`config.mk`:
```
export PLATFORM = sky130hd
export DESIGN_NAME = time_critical_interrupt_flow
export DESIGN_NICKNAME = d
export VERILOG_FILES = /design/src/tci_pkg.sv /design/src/time_critical_interrupt_flow.sv
export VERILOG_INCLUDE_DIRS = /design/src /design/src/src
export SDC_FILE = /design/constraint.sdc
export NUM_CORES = 1
export LEC_CHECK = 0
export BUFFER_PORTS_ARGS = -buffer_cell sky130_fd_sc_hd__buf_2
export CAP_MARGIN = 10
export CORE_MARGIN = 2
export CORE_UTILIZATION = 40
export CTS_CLUSTER_SIZE = 30
export DETAILED_ROUTE_END_ITERATION = 7
export HOLD_SLACK_MARGIN = 0.12
export SLEW_MARGIN = 10
export SYNTH_ARGS = -nofsm -noshare
export SYNTH_HDL_FRONTEND = slang
export SYNTH_SLANG_ARGS = --single-unit
```
`constraint.sdc`:
```
create_clock -name sys_clk -period 3.8 [get_ports sys_clk]
set_clock_uncertainty 0.15 [all_clocks]
set_input_delay 0.76 -clock sys_clk [delete_from_list [all_inputs] [get_ports sys_clk]]
set_output_delay 0.76 -clock sys_clk [all_outputs]
set_load 0.05 [all_outputs]
```
`src/tci_defs.svh`:
```
// Offsets, field positions, reset values and timing counts of the block
`ifndef TCI_DEFS_SVH
`define TCI_DEFS_SVH
`define OFS_PEND_LO 4'h0
`define OFS_PEND_HI 4'h1
`define OFS_IEN_LO 4'h2
`define OFS_IEN_HI 4'h3
`define OFS_DIEN_LO 4'h4
`define OFS_DIEN_HI 4'h5
`define OFS_STATUS 4'h6
`define OFS_CTRL 4'h7
`define OFS_EVT 4'h8
`define OFS_EVT_MASK 4'h9
`define OFS_VEC_BASE 4'hA
`define CTRL_GIM 0
`define CTRL_DEM 1
`define CTRL_EMU 2
`define EVT_ACK 0
`define EVT_RET 1
`define RST_CTRL 3'h3
`define RST_VEC_BASE 16'h0100
`define DRAIN_CYCLES 2'h2
`endif

```
`src/tci_pkg.sv`:
```
// Types shared by the time-critical interrupt flow
package tci_pkg;
   typedef enum logic [2:0] {IDLE, DRAIN, BRANCH, SERVICE, RESTORE} flow_e;
   // Mode bits forced on entry and restored on return
   typedef struct packed {
      logic emuRegAccessEnable;
      logic debugEventMask;
      logic globalIrqMask;
   } mode_s;
endpackage : tci_pkg

```
`src/time_critical_interrupt_flow.sv`:
```
// Acknowledge and dispatch of time-critical maskable interrupts
`timescale 1ns/1ps
`include "tci_defs.svh"

// Behaviour
// Halted real-time mode: only debug-gated service
// Not halted: requests go to standard flow
// Requests latch pending flags until cleared
// Acknowledge needs normal enable bit set
// Acknowledge also needs debug enable bit
// Acknowledge fetches vector and branches there
// Decode-stage instructions finish, younger flushed
// Branch clears the acknowledged pending flag
// Branch saves mode and status context
// Branch forces masks to one, access zero
// Return instruction restores saved context
// Not doubly enabled: request ignored
// Return resumes at interrupted program point
// Global mask does not gate this flow
module time_critical_interrupt_flow
   import tci_pkg::*;
(
   // Clock and reset
   input wire logic sys_clk,
   input wire logic rst,
   // Interrupt request lines from peripherals
   input wire logic [31:0] irqLines,
   // Core state
   input wire logic rtHalted,
   input wire logic [15:0] progCounter,
   input wire logic [15:0] statusWord,
   input wire logic retFromIrq,
   // Register port
   input wire logic [3:0] regAddr,
   input wire logic [15:0] regWdata,
   input wire logic regWrite,
   input wire logic regRead,
   output logic [15:0] regRdata,
   // Pipeline control and branch
   output logic flushYounger,
   output logic completeDecode,
   output logic branchValid,
   output logic [15:0] branchTarget,
   output logic [15:0] restoredStatus,
   output logic standardPending,
   // Mode bits and interrupt
   output mode_s modeBits,
   output logic irqOut
);

   // Three-stage synchroniser for the external request lines
   logic [31:0] sync1, sync2, sync3;
   // Pending flags, enables, debug enables
   logic [15:0] pending_flags_low, pending_flags_high;
   logic [15:0] irq_enable_low, irq_enable_high;
   logic [15:0] debug_irq_enable_low, debug_irq_enable_high;
   logic [15:0] vecBase; // Vector table base, entries four apart
   // Event status and mask: bit 0 acknowledge, bit 1 return
   logic [1:0] evtStatus, evtMask;
   // Flow state, drain countdown and the index being served;
   // one request is served at a time, so one index register does
   flow_e state;
   logic [1:0] drainCnt;
   logic [4:0] ackIdx;
   // Saved context
   logic [15:0] savedPc, savedStatus;
   mode_s savedMode;

   // Find lowest set bit, used for selection and its flag clear
   // Scanning down keeps the last hit, so the lowest index wins
   function automatic logic [4:0] lowest(input logic [31:0] v);
      logic [4:0] r;
      r = 5'h00;
      for (int i = 31; i >= 0; i--) begin
         if (v[i]) r = i[4:0];
      end
      return r;
   endfunction : lowest

   // Decode
   wire [31:0] pend = {pending_flags_high, pending_flags_low};
   wire [31:0] en = {irq_enable_high, irq_enable_low};
   wire [31:0] den = {debug_irq_enable_high, debug_irq_enable_low};
   // Both enable sets gate; the global mask is deliberately not used
   // (the halted debug flow must reach its handlers regardless)
   wire [31:0] eligible = pend & en & den;
   wire canAck = rtHalted && (|eligible) && (state == IDLE);
   // Agreed level of the last cycle, for rising-edge detection;
   // cleared to the idle level of the lines, so no false edge
   logic [31:0] prevReq;
   // New rising request edges once second and third stages agree;
   // a glitch seen by one stage only never sets a flag
   wire [31:0] newReq = sync2 & sync3 & ~prevReq;
   // Write strobe seen by the write-one-to-clear decode
   wire wrAt = regWrite;
   wire [31:0] swClr = {
      (wrAt && regAddr == `OFS_PEND_HI) ? regWdata : 16'h0000,
      (wrAt && regAddr == `OFS_PEND_LO) ? regWdata : 16'h0000};
   wire [31:0] ackClr = (state == BRANCH) ? (32'h1 << ackIdx) : 32'h0;
   wire evtAck = (state == BRANCH);
   wire evtRet = (state == RESTORE);
   wire [1:0] evtSet = {evtRet, evtAck};
   // Set wins over clear so a simultaneous request is not lost
   wire [31:0] next_pend = (pend & ~swClr & ~ackClr) | newReq;

   // Request synchroniser; only the agreed stages are looked at
   // Nothing but sync2 reads sync1, which may go metastable
   always_ff @(posedge sys_clk) begin
      if (rst) begin
         sync1 <= 32'h0;
         sync2 <= 32'h0;
         sync3 <= 32'h0;
         prevReq <= 32'h0;
      end else begin
         sync1 <= irqLines;
         sync2 <= sync1;
         sync3 <= sync2;
         prevReq <= sync2 & sync3;
      end
   end

   // Pending flags
   // Split into halves only to match the register map
   always_ff @(posedge sys_clk) begin
      if (rst) begin
         pending_flags_low <= 16'h0000;
         pending_flags_high <= 16'h0000;
      end else begin
         pending_flags_low <= next_pend[15:0];
         pending_flags_high <= next_pend[31:16];
      end
   end

   // Software-written registers
   // Writes to read-only or unmapped offsets are dropped
   always_ff @(posedge sys_clk) begin
      if (rst) begin
         irq_enable_low <= 16'h0000;
         irq_enable_high <= 16'h0000;
         debug_irq_enable_low <= 16'h0000;
         debug_irq_enable_high <= 16'h0000;
         vecBase <= `RST_VEC_BASE;
         evtMask <= 2'h0;
      end else if (regWrite) begin
         case (regAddr)
            `OFS_IEN_LO: irq_enable_low <= regWdata;
            `OFS_IEN_HI: irq_enable_high <= regWdata;
            `OFS_DIEN_LO: debug_irq_enable_low <= regWdata;
            `OFS_DIEN_HI: debug_irq_enable_high <= regWdata;
            `OFS_VEC_BASE: vecBase <= regWdata;
            `OFS_EVT_MASK: evtMask <= regWdata[1:0];
            default: ;
         endcase
      end
   end

   // Event status: write one to clear, hardware set wins
   // so an event in the clearing cycle is not lost
   always_ff @(posedge sys_clk) begin
      if (rst) begin
         evtStatus <= 2'h0;
      end else begin
         evtStatus <= (evtStatus & ~((regWrite && regAddr == `OFS_EVT)
            ? regWdata[1:0] : 2'h0)) | evtSet;
      end
   end
   assign irqOut = |(evtStatus & evtMask);

   // Flow state machine
   // A new acknowledge waits for the return to IDLE
   always_ff @(posedge sys_clk) begin
      if (rst) begin
         state <= IDLE;
         drainCnt <= 2'h0;
         ackIdx <= 5'h00;
      end else begin
         case (state)
            IDLE: begin
               if (canAck) begin
                  ackIdx <= lowest(eligible);
                  drainCnt <= `DRAIN_CYCLES;
                  state <= DRAIN;
               end
            end
            DRAIN: begin
               if (drainCnt == 2'h1) state <= BRANCH;
               drainCnt <= drainCnt - 2'h1;
            end
            BRANCH: state <= SERVICE;
            SERVICE: if (retFromIrq) state <= RESTORE;
            RESTORE: state <= IDLE;
            default: state <= IDLE;
         endcase
      end
   end

   // Context save on branch, mode forcing, restore on return
   // The forced entry values win over a mode write in the same cycle
   always_ff @(posedge sys_clk) begin
      if (rst) begin
         modeBits <= mode_s'(`RST_CTRL);
         savedMode <= mode_s'(3'h0);
         savedPc <= 16'h0000;
         savedStatus <= 16'h0000;
      end else if (state == BRANCH) begin
         savedMode <= modeBits;
         savedPc <= progCounter;
         savedStatus <= statusWord;
         modeBits <= '{emuRegAccessEnable: 1'b0, debugEventMask: 1'b1,
            globalIrqMask: 1'b1};
      end else if (state == RESTORE) begin
         modeBits <= savedMode;
      end else if (regWrite && regAddr == `OFS_CTRL) begin
         modeBits <= mode_s'(regWdata[2:0]);
      end
   end

   // Branch target and resume outputs from flops
   // The target holds until the next entry or resume
   always_ff @(posedge sys_clk) begin
      if (rst) begin
         branchValid <= 1'b0;
         branchTarget <= 16'h0000;
         restoredStatus <= 16'h0000;
      end else begin
         branchValid <= (state == BRANCH) || (state == RESTORE);
         if (state == BRANCH) begin
            branchTarget <= vecBase + {9'h000, ackIdx, 2'h0};
         end else if (state == RESTORE) begin
            branchTarget <= savedPc;
            restoredStatus <= savedStatus;
         end
      end
   end

   // Pipeline control during the drain
   // Both strobes share the window; the core splits them per stage
   assign completeDecode = (state == DRAIN);
   assign flushYounger = (state == DRAIN);
   // Outside the halted state the standard flow takes requests
   assign standardPending = !rtHalted && (|(pend & en));

   // Read data one cycle after the strobe
   // Unmapped offsets read as zero
   wire [15:0] rdMux =
      (regAddr == `OFS_PEND_LO) ? pending_flags_low :
      (regAddr == `OFS_PEND_HI) ? pending_flags_high :
      (regAddr == `OFS_IEN_LO) ? irq_enable_low :
      (regAddr == `OFS_IEN_HI) ? irq_enable_high :
      (regAddr == `OFS_DIEN_LO) ? debug_irq_enable_low :
      (regAddr == `OFS_DIEN_HI) ? debug_irq_enable_high :
      (regAddr == `OFS_STATUS) ? {8'h00, ackIdx, state} :
      (regAddr == `OFS_CTRL) ? {13'h0000, modeBits} :
      (regAddr == `OFS_EVT) ? {14'h0000, evtStatus} :
      (regAddr == `OFS_EVT_MASK) ? {14'h0000, evtMask} :
      (regAddr == `OFS_VEC_BASE) ? vecBase : 16'h0000;
   always_ff @(posedge sys_clk) begin
      if (rst) regRdata <= 16'h0000;
      else regRdata <= regRead ? rdMux : 16'h0000;
   end

   // Checks
   // Flags, then acknowledge gating on the index actually chosen
   a_flag_latched: assert property (@(posedge sys_clk) disable iff (rst)
      (newReq != 32'h0) |=> ((pend & $past(newReq)) == $past(newReq)))
      else $error("request not latched");
   a_ack_needs_en: assert property (@(posedge sys_clk) disable iff (rst)
      $rose(state == DRAIN) |-> (|($past(en) & (32'h1 << ackIdx))))
      else $error("ack without enable");
   a_ack_needs_dbg: assert property (@(posedge sys_clk) disable iff (rst)
      $rose(state == DRAIN) |-> (|($past(den) & (32'h1 << ackIdx))))
      else $error("ack without debug enable");
   a_only_halted: assert property (@(posedge sys_clk) disable iff (rst)
      (state == IDLE && !rtHalted) |=> state != DRAIN)
      else $error("ack outside halt");
   a_drain_len: assert property (@(posedge sys_clk) disable iff (rst)
      $rose(state == DRAIN) |-> flushYounger [*2] ##1 state == BRANCH)
      else $error("drain length wrong");
   a_modes_forced: assert property (@(posedge sys_clk) disable iff (rst)
      state == BRANCH |=> modeBits == mode_s'(3'h3))
      else $error("mode not forced");
   a_flag_cleared: assert property (@(posedge sys_clk) disable iff (rst)
      (state == BRANCH && !newReq[ackIdx]) |=> !pend[$past(ackIdx)])
      else $error("flag not cleared");
   a_resume_pc: assert property (@(posedge sys_clk) disable iff (rst)
      state == RESTORE |=> branchValid && branchTarget == savedPc)
      else $error("resume address wrong");
   a_ignore_unen: assert property (@(posedge sys_clk) disable iff (rst)
      (state == IDLE && eligible == 32'h0) |=> state == IDLE)
      else $error("unenabled request taken");
   // Entry side effects and the one-cycle branch pulse
   a_vector_target: assert property (@(posedge sys_clk) disable iff (rst)
      state == BRANCH |=>
         branchTarget == $past(vecBase) + {9'h000, ackIdx, 2'h0})
      else $error("vector target wrong");
   a_context_saved: assert property (@(posedge sys_clk) disable iff (rst)
      state == BRANCH |=> savedPc == $past(progCounter)
         && savedStatus == $past(statusWord) && savedMode == $past(modeBits))
      else $error("context not saved");
   a_branch_pulse: assert property (@(posedge sys_clk) disable iff (rst)
      branchValid |=> !branchValid)
      else $error("branch pulse too long");

endmodule : time_critical_interrupt_flow

```
### Yosys cells after proc, flatten, opt, wreduce, memory -nomap -nowiden

Index checks and enable logic that the tools add are counted.

* register bits: 341
* RAM bits: 0
* memory bits (read-only): 0
* bits in latches: 0
* memories kept: 0
* logic and storage cells: 151

* multiply operators: 0
* shift-type cells: 1
* $add $sub $neg: 2
* mux-type cells: 57
* reductions and logical operators: 29
* magnitude comparators: 0
* bitwise logic cells: 16
* div/mod/pow operators: 0
* equal/unequal tests: 18

Operators with widths (number)
* 16-bit two-way mux: 15
* 32-bit bitwise AND: 6
* 5-bit two-way mux: 32
* 32-bit inverter: 3
* 32-bit OR reduction: 2
* 32-bit two-way mux: 1
* 32-bit OR: 1
* 1-bit by 5-bit << shifter with 32-bit output (first input constant): 1
* 2-bit AND reduction: 9
* 16-bit by 7-bit adder with 16-bit output: 1
* 4-bit by 3-bit == test with 1-bit output (second input constant): 4
* 3-bit two-way mux: 5
* 4-bit == test (second input constant): 3
* 3-bit case mux with 4 select lines: 1
* 4-bit by 2-bit == test with 1-bit output (second input constant): 2
* 1-bit logical AND: 7
* 3-bit by 2-bit == test with 1-bit output (second input constant): 2
* 2-bit nonzero test: 3
* 2-bit OR reduction: 3
* 2-bit bitwise AND: 2
* 4-bit by 1-bit == test with 1-bit output (second input constant): 1
* 4-bit zero test: 1
* 2-bit two-way mux: 2
* 2-bit != test (second input constant): 2
* 13 further kinds: 14

### Longest topological paths before layout

Gate-level depths: netlist of run 1.

* word-level depth: 34
* mapped depth: 9

### Worst setup path after synthesis of run 1

No wires, ideal clock.

* path type: reg2out
* start: register state[0]
* end: output flushYounger
* arrival: 1.583 ns
* buffers on the path: 2
* cell stages (with the launch flop): 5
* setup slack: 1.307 ns
* cell sequence: dfxtp_1 > buf_2 > or3b_2 > inv_1 > buf_4

* cells in the longest elaborated chain, start to end: 1

Ends and longest elaborated chain
* start, declared: RTL line time_critical_interrupt_flow.sv:62 `flow_e state;`
* start signal, assigned: RTL line time_critical_interrupt_flow.sv:173 `state <= IDLE;`
* start signal, assigned: RTL line time_critical_interrupt_flow.sv:182 `state <= DRAIN;`
* start signal, assigned: RTL line time_critical_interrupt_flow.sv:186 `if (drainCnt == 2'h1) state <= BRANCH;`
* 3-bit by 1-bit == test with 1-bit output
* end, declared: RTL line time_critical_interrupt_flow.sv:40 `output logic flushYounger,`

Every way passes these cells.

### Worst setup path in the final report of run 1

* start: register pending_flags_high[14]
* end: output standardPending

* cells in the longest elaborated chain, start to end: 3

Ends and longest elaborated chain
* start, declared: RTL line time_critical_interrupt_flow.sv:54 `logic [15:0] pending_flags_low, pending_flags_high;`
* start signal, assigned: RTL line time_critical_interrupt_flow.sv:130 `pending_flags_high <= next_pend[31:16];`
* 32-bit bitwise AND: RTL line time_critical_interrupt_flow.sv:241 `assign standardPending = !rtHalted && (|(pend & en));`
* 32-bit OR reduction: RTL line time_critical_interrupt_flow.sv:241
* 1-bit logical AND: RTL line time_critical_interrupt_flow.sv:241
* end, declared: RTL line time_critical_interrupt_flow.sv:45 `output logic standardPending,`

Every way passes these cells.

==> reports/qor.yml, run 1 <==
synth:
  synthDistinctLibCells: 67
  avgSynthCellArea_sq_um: 8.43
  synth_commonest_cells: "nand2_1, dfxtp_1, a21oi_1, nor2b_1, clkbuf_1"
  syn_nets: 1677
  yosys.cell_count.top_type: "nand2_1"
  synth-seq-area-share_pct: 51.3
  yosysTopAreaCell: "dfxtp_1"
  synth_edf_count: 0
  synth_cells: 1580
  synth_warnings: 0
  synth_top_cells_by_area: "dfxtp_1, nand2_1, a21oi_1, nor2b_1, nand4b_1"
  netlist.area_leader.share_pct: 51.3
  async_reset_ff_share_pct: 0
  yosys_register_bits: 341
  netlist_area_sq_um: 13300
  synth_flop_cell: "dfxtp_1"
clocking:
  cts.sinks: 341
  cts_made_buffers: 37
  ctsHtreeMaxLevel: 2
  cts_setup_buffers: 0
  root_buffer: "clkbuf_16"
  cts_resized: 0
  cts_tree: "done"
  cts_hold_buf: 0
  clock_latency_ns: 0.53
  cts.path.max_buffers: 3
  clk_pin_slew_worst_paths_ns: 0.06
routing:
  dr_total_vias: 11700
  drt_pass1_iterations: 6
  drc: 0
  wire_per_inst_um: 21.0
  first_iter_violations: 1251
  vias_per_cell: 5.42
  wirelength_um: 45300
  final_antenna_net_count: 0
floorplan:
  coreArea_sq_um: 32700
  rows: 66
  die_area_sq_um: 34800
  ioPinCount: 146
  initial_utilization_pct: 40.7
  die_h_um: 186
  die_w_um: 186
grt:
  grt_pass1_wl_um: 68200
  grtUsageTotal_pct: 25.6
  grt_max_degree: 242
  gr-total-overflow: 0
  antenna_found_initial: 0
  grt_pass1_vias: 11000
pwr:
  p_leak_nw: 6.06
  power_density_nw_per_um2: 484
  peakVddDrop_uv: 397
  switching_share_pct: 22.1
  clkPwrFrac_pct: 47.6
  combinationalPowerShare_pct: 4.1
  p_switching_mw: 1.68
  p_int_mw: 5.92
  seq_power_share_pct: 48.2
worst_hold_path:
  hp-class: "flop to flop"
  hold_depth: 1
  hold_path_end: "pending_flags_high[7]$_SDFF_PP0_"
  holdCritStartpoint: "prevReq[23]$_SDFF_PP0_"
timing:
  grt_setup_unrepaired: "no"
  relSlewSlack_pct: 22.9
  fin_crit_sh_pct: 88.4
  maxSlewViolCount: 0
  period_needed_ns: 3.36
  hold_viol_final: 0
  max_freq_mhz: 298
  setup_viol: 0
  worst_pin_slew_ns: 1.16
  setup_tns_ns: 0
  holdWs_ns: 0.252
final_layout:
  final_layout_size_suffix_gt1_share_pct: 15.4
  postLayoutCoreUtil_pct: 48.0
  insertedDiodeCount: 0
  fin_area_sq_um: 15700
  fill_cells: 3247
  syn_to_final_growth_pct: 17.8
  fin_nets: 1790
placed_design:
  gp_congestion: 0.992
  post-dp-hpwl_um: 31700
  dpl_cell_area_sq_um: 14500
  io_buffer_count: 145
critical_path:
  arrival_ns: 2.45
  required_ns: 2.89
  setup.worst_path.class: "flop to output port"
  endpoint_kind: "output port"
  crit_path_start_kind: "flop"
  critPathMaxFanout: 4
  r2r_start: "ackIdx[0]$_SDFFE_PP0P_"
  r2r_cells: 9
  r2r_end: "branchTarget[10]$_SDFFE_PP0P_"
  ff2ff_setup_slack_ns: 0.78
outcome:
  status: "complete, no violations"
job:
  cap_violations: 0
[worst max-delay path by stage]
stage                                    to  slack, ns                         startpoint  cells after the start
floorplan                      flushYounger       1.31              state[0]$_SDFFE_PP0P_                      4
global placement    vecBase[3]$_SDFFE_PP0P_       0.61                         regAddr[1]                      6
CTS                         standardPending       0.42  pending_flags_high[14]$_SDFF_PP0_                      6
global route                standardPending       0.34  pending_flags_high[14]$_SDFF_PP0_                      6
finish                      standardPending       0.44  pending_flags_high[14]$_SDFF_PP0_                      6
detailed placement  vecBase[9]$_SDFFE_PP0P_       0.52                         regAddr[1]                      6
[registers in the layout, summed over array words and instances (netlist names), 5 cells and up]
| register | cells |
|---|---|
| debug_irq_enable_high | 16 |
| irq_enable_low | 16 |
| irq_enable_high | 16 |
| sync2 | 32 |
| sync1 | 32 |
| debug_irq_enable_low | 16 |
| sync3 | 32 |
| savedStatus | 16 |
| pending_flags_low | 16 |
| savedPc | 16 |
| restoredStatus | 16 |
| prevReq | 32 |
| pending_flags_high | 16 |
| branchTarget | 16 |
| vecBase | 16 |
| regRdata | 16 |
| ackIdx | 5 |
[metrics by stage]
step           setup WS (ns)  cells  total power [mW]
2_1_floorplan           1.31   1580              3.90
3_3_place_gp           0.606   2096              4.05
3_5_place_dp           0.517   2096              4.05
4_1_cts                0.423   2159              7.67
5_1_grt                0.341   2159              7.83
6_report               0.441   2159              7.59
[critical path, stage by stage, from the launching register on]
cell and delay, ns:
dfxtp_1 0.36, a22o_2 0.27, a221oi_1 0.30, nand4_1 0.14
nor3_1 0.56, nor2_1 0.07, buf_2 0.23
[cells by family after synthesis]
family | synth area share [%]
muxes | 2.00
buffers and inverters | 4.24
xor gates and xnor gates | 0.197
AOI/OAI and AO/OA | 15.5
and+or+nand+nor | 26.1
adders and majority gates | 0.714
DFF | 51.3
[layer usage]
layer  vias to the layer above  wire, um  GRT usage [%]
met4                         0      1880           10.1
met1                      5484     19700           34.5
li1                       5608         -              -
met3                       113      3470           4.48
met5                         -         0              0
met2                       495     20200           40.9
[cell type report]
class                      instances  area, sq um  area share [%]
tap                              442          553            3.52
clock buffer                      53         1120            7.12
sequential                       341         6830            43.5
multi-input combinational       1096         5940            37.9
inverter                          41          154           0.981
clock inverter                    10          120           0.765
timing repair buffer             176          980            6.24
[cells in the final DEF (no fill, tap or decap), types with 34 or more instances in the layout]
master     count
nor2b_1      106
a21oi_1      162
nor2_1        34
nand4b_1      34
nand3_1       44
o21ai_0       48
inv_1         41
buf_2        144
dfxtp_1      341
clkbuf_16     38
nand2_1      418
a22oi_1       37
[power by group through the flow]
stage | Combinational, mW | Clock [mW] | Sequential (mW)
6_report | 0.315 | 3.62 | 3.66
5_1_grt | 0.339 | 3.83 | 3.67
4_1_cts | 0.312 | 3.70 | 3.66
3_5_place_dp | 0.311 | 0 | 3.74
3_3_place_gp | 0.310 | 0 | 3.74
2_1_floorplan | 0.164 | 0 | 3.73
(Power assumes the default switching activity.)
==> run 2, diff against run 1 <==
--- a/config.mk
+++ b/config.mk
@@ -6,12 +6,12 @@
 export SDC_FILE = /design/constraint.sdc
 export NUM_CORES = 1
 export LEC_CHECK = 0
-export BUFFER_PORTS_ARGS = -buffer_cell sky130_fd_sc_hd__buf_2
 export CAP_MARGIN = 10
 export CORE_MARGIN = 2
 export CORE_UTILIZATION = 40
 export CTS_CLUSTER_SIZE = 30
 export DETAILED_ROUTE_END_ITERATION = 7
+export DONT_BUFFER_PORTS = 1
 export HOLD_SLACK_MARGIN = 0.12
 export SLEW_MARGIN = 10
 export SYNTH_ARGS = -nofsm -noshare
==> run 2 against run 1 <==
Against the previous run: register-to-register slack gained 0.05 ns; sequential power is essentially flat; global-route usage shrank 1.2 points; maximum frequency grew 0.29%; cell count shrank 7.1%; design area shrank 5.3%; die area is the same; hold slack lost 0.11 ns; critical path depth shrank 1; critical endpoint unchanged; largest cell class unchanged; largest power group unchanged.
==> reports/qor.yml, run 2 (synthesized netlist as in run 1, its figures left out) <==
outcome:
  status: "complete, no violations"
pwr:
  clkPwrFrac_pct: 48.8  # +1.2 points
  p_int_mw: 5.84  # -1.2%
  total_power_mw: 7.45  # -1.9%
  seq_power_share_pct: 49.3  # +1.1 points
  combinationalPowerShare_pct: 1.9  # -2.2 points
  peakVddDrop_uv: 387  # -2.6%
  power_density_nw_per_um2: 501  # +3.5%
  p_switching_mw: 1.60  # -4.5%
  p_leak_nw: 5.32  # -12%
  switching_share_pct: 21.5  # -0.58 points
routing:
  drc: 0  # unchanged
  vias_per_cell: 5.58  # +2.9%
  wirelength_um: 43300  # -4.3%
  dr_total_vias: 11200  # -4.4%
  wire_per_inst_um: 21.6  # +3.0%
  drt_pass1_iterations: 6  # unchanged
  final_antenna_net_count: 0  # unchanged
  first_iter_violations: 990  # -21%
timing:
  grt_setup_unrepaired: "no"
  relSlewSlack_pct: 27.4  # +4.6 points
  maxSlewViolCount: 0  # unchanged
  setup_tns_ns: 0  # unchanged
  worst_pin_slew_ns: 1.09  # -0.0683 ns
  max_freq_mhz: 299  # +0.29%
  fin_crit_sh_pct: 88.1  # -0.25 points
  period_needed_ns: 3.35  # -0.00969 ns
  holdWs_ns: 0.146  # -0.107 ns
  hold_viol_final: 0  # unchanged
  setup_viol: 0  # unchanged
clocking:
  ctsHtreeMaxLevel: 2  # unchanged
  root_buffer: "clkbuf_16"
  cts_made_buffers: 38  # +2.7%
  cts_resized: 0  # unchanged
  clock_latency_ns: 0.53  # about the same
  cts.path.max_buffers: 3  # unchanged
  cts.sinks: 341  # unchanged
  cts_setup_buffers: 0  # unchanged
  cts_tree: "done"
  cts_hold_buf: 0  # unchanged
  clk_pin_slew_worst_paths_ns: 0.06  # about the same
critical_path:
  cp_num_buf_inv: 0  # -1
  setup.worst_path.class: "flop to output port"
  ff2ff_setup_slack_ns: 0.83  # +0.05 ns
  arrival_ns: 2.44  # about the same
  required_ns: 2.89  # about the same
  r2r_start: "ackIdx[0]$_SDFFE_PP0P_"
  cp_slowest_stage_delay_ns: 0.53  # -0.03 ns
  crit_path_start_kind: "flop"
  critPathMaxFanout: 4  # unchanged
  r2r_end: "branchTarget[14]$_SDFFE_PP0P_"
  slowest_stage: "nor3_1"
  crit_family: "simple AND/OR/NAND/NOR gates"
  r2r_cells: 9  # unchanged
  endpoint_kind: "output port"
  crit_path_cell_trace: "a22o_2 -> a221oi_1 -> nand4_1 -> nor3_1 -> nor2_1"
floorplan:
  ioPinCount: 146  # unchanged
  die_w_um: 186  # unchanged
  coreArea_sq_um: 32700  # unchanged
  die_h_um: 186  # unchanged
  rows: 66  # unchanged
  initial_utilization_pct: 40.7  # unchanged
  die_area_sq_um: 34800  # unchanged
grt:
  grtUsageTotal_pct: 24.5  # -1.2 points
  grt_max_degree: 296  # +22%
  gr-total-overflow: 0  # unchanged
  grt_pass1_vias: 10500  # -4.5%
  antenna_found_initial: 0  # unchanged
  grt_pass1_wl_um: 65600  # -3.9%
final_layout:
  syn_to_final_growth_pct: 11.6
  final_cells: 2006  # -7.1%
  insertedDiodeCount: 0  # unchanged
  layout_commonest_cell: "nand2_1"
  fin_area_sq_um: 14900  # -5.3%
  final_cell_mix: "nand2_1, dfxtp_1, a21oi_1"
  fill_cells: 3242  # -0.15%
  fin_nets: 1633  # -8.8%
  final_layout_size_suffix_gt1_share_pct: 6.97  # -8.5 points
placed_design:
  gp_congestion: 1.05  # +5.8%
  dpl_cell_area_sq_um: 13600  # -5.8%
  place_inst: 1938  # -7.5%
  io_buffer_count: 0  # -100%
  post-dp-hpwl_um: 29900  # -5.7%
worst_hold_path:
  hold_depth: 1  # unchanged
  hp-class: "input port to flop"
  holdCritStartpoint: "rst"
  hold_path_end: "sync1[18]$_SDFF_PP0_"
job:
  cap_violations: 0  # unchanged
[run 2: cell count changes in the layout (fill, tap and decap cells not counted), moves of 2 or more]
| cell | change |
|---|---|
| buf_2 | -144 |
| buf_4 | -12 |
| clkbuf_1 | +3 |
| clkbuf_8 | -3 |
| clkinvlp_4 | +4 |
| inv_6 | +2 |
[run 2: worst max path at each step]
stage | startpoint | endpoint | slack (ns) | cells after the start
floorplan | state[0]$_SDFFE_PP0P_ | flushYounger | 1.31 | 4
global placement | pending_flags_high[14]$_SDFF_PP0_ | standardPending | 0.93 | 5
detailed placement | ackIdx[0]$_SDFFE_PP0P_ | branchTarget[14]$_SDFFE_PP0P_ | 0.88 | 9
CTS | pending_flags_high[14]$_SDFF_PP0_ | standardPending | 0.35 | 5
global route | pending_flags_high[14]$_SDFF_PP0_ | standardPending | 0.34 | 5
finish | pending_flags_high[14]$_SDFF_PP0_ | standardPending | 0.45 | 5
[run 2: metal layers]
metal / GRT usage (%) / vias up / wire length (um)
li1: - / 5306 / -
met1: 31.5 / 5228 / 18000
met2: 38.9 / 539 / 19200
met3: 5.92 / 115 / 4000
met4: 11.1 / 0 / 2080
met5: 0 / - / 0
[run 2: layout make-up]
cell class                      instances  area (sq um)  area share [%]
Sequential cell                       341          6830            45.9
Multi-Input combinational cell       1096          5940            40.0
Clock buffer                           55          1130            7.58
Tap cell                              442           553            3.72
Inverter                               41           154            1.04
Timing Repair Buffer                   18           135           0.909
Clock inverter                         13           128           0.859
[run 2: power by group through the flow]
stage | clock (mW) | combinational, mW | sequential, mW
2_1_floorplan | 0 | 0.164 | 3.73
3_3_place_gp | 0 | 0.141 | 3.75
3_5_place_dp | 0 | 0.142 | 3.75
4_1_cts | 3.71 | 0.142 | 3.67
5_1_grt | 3.87 | 0.158 | 3.67
6_report | 3.63 | 0.144 | 3.67
[run 2: stage by stage]
stage	utilization, %	setup WS, ns
floorplan	-	1.31
global placement	41.6	0.926
detailed placement	41.6	0.883
CTS	45.5	0.351
global route	45.5	0.343
finish	45.5	0.451
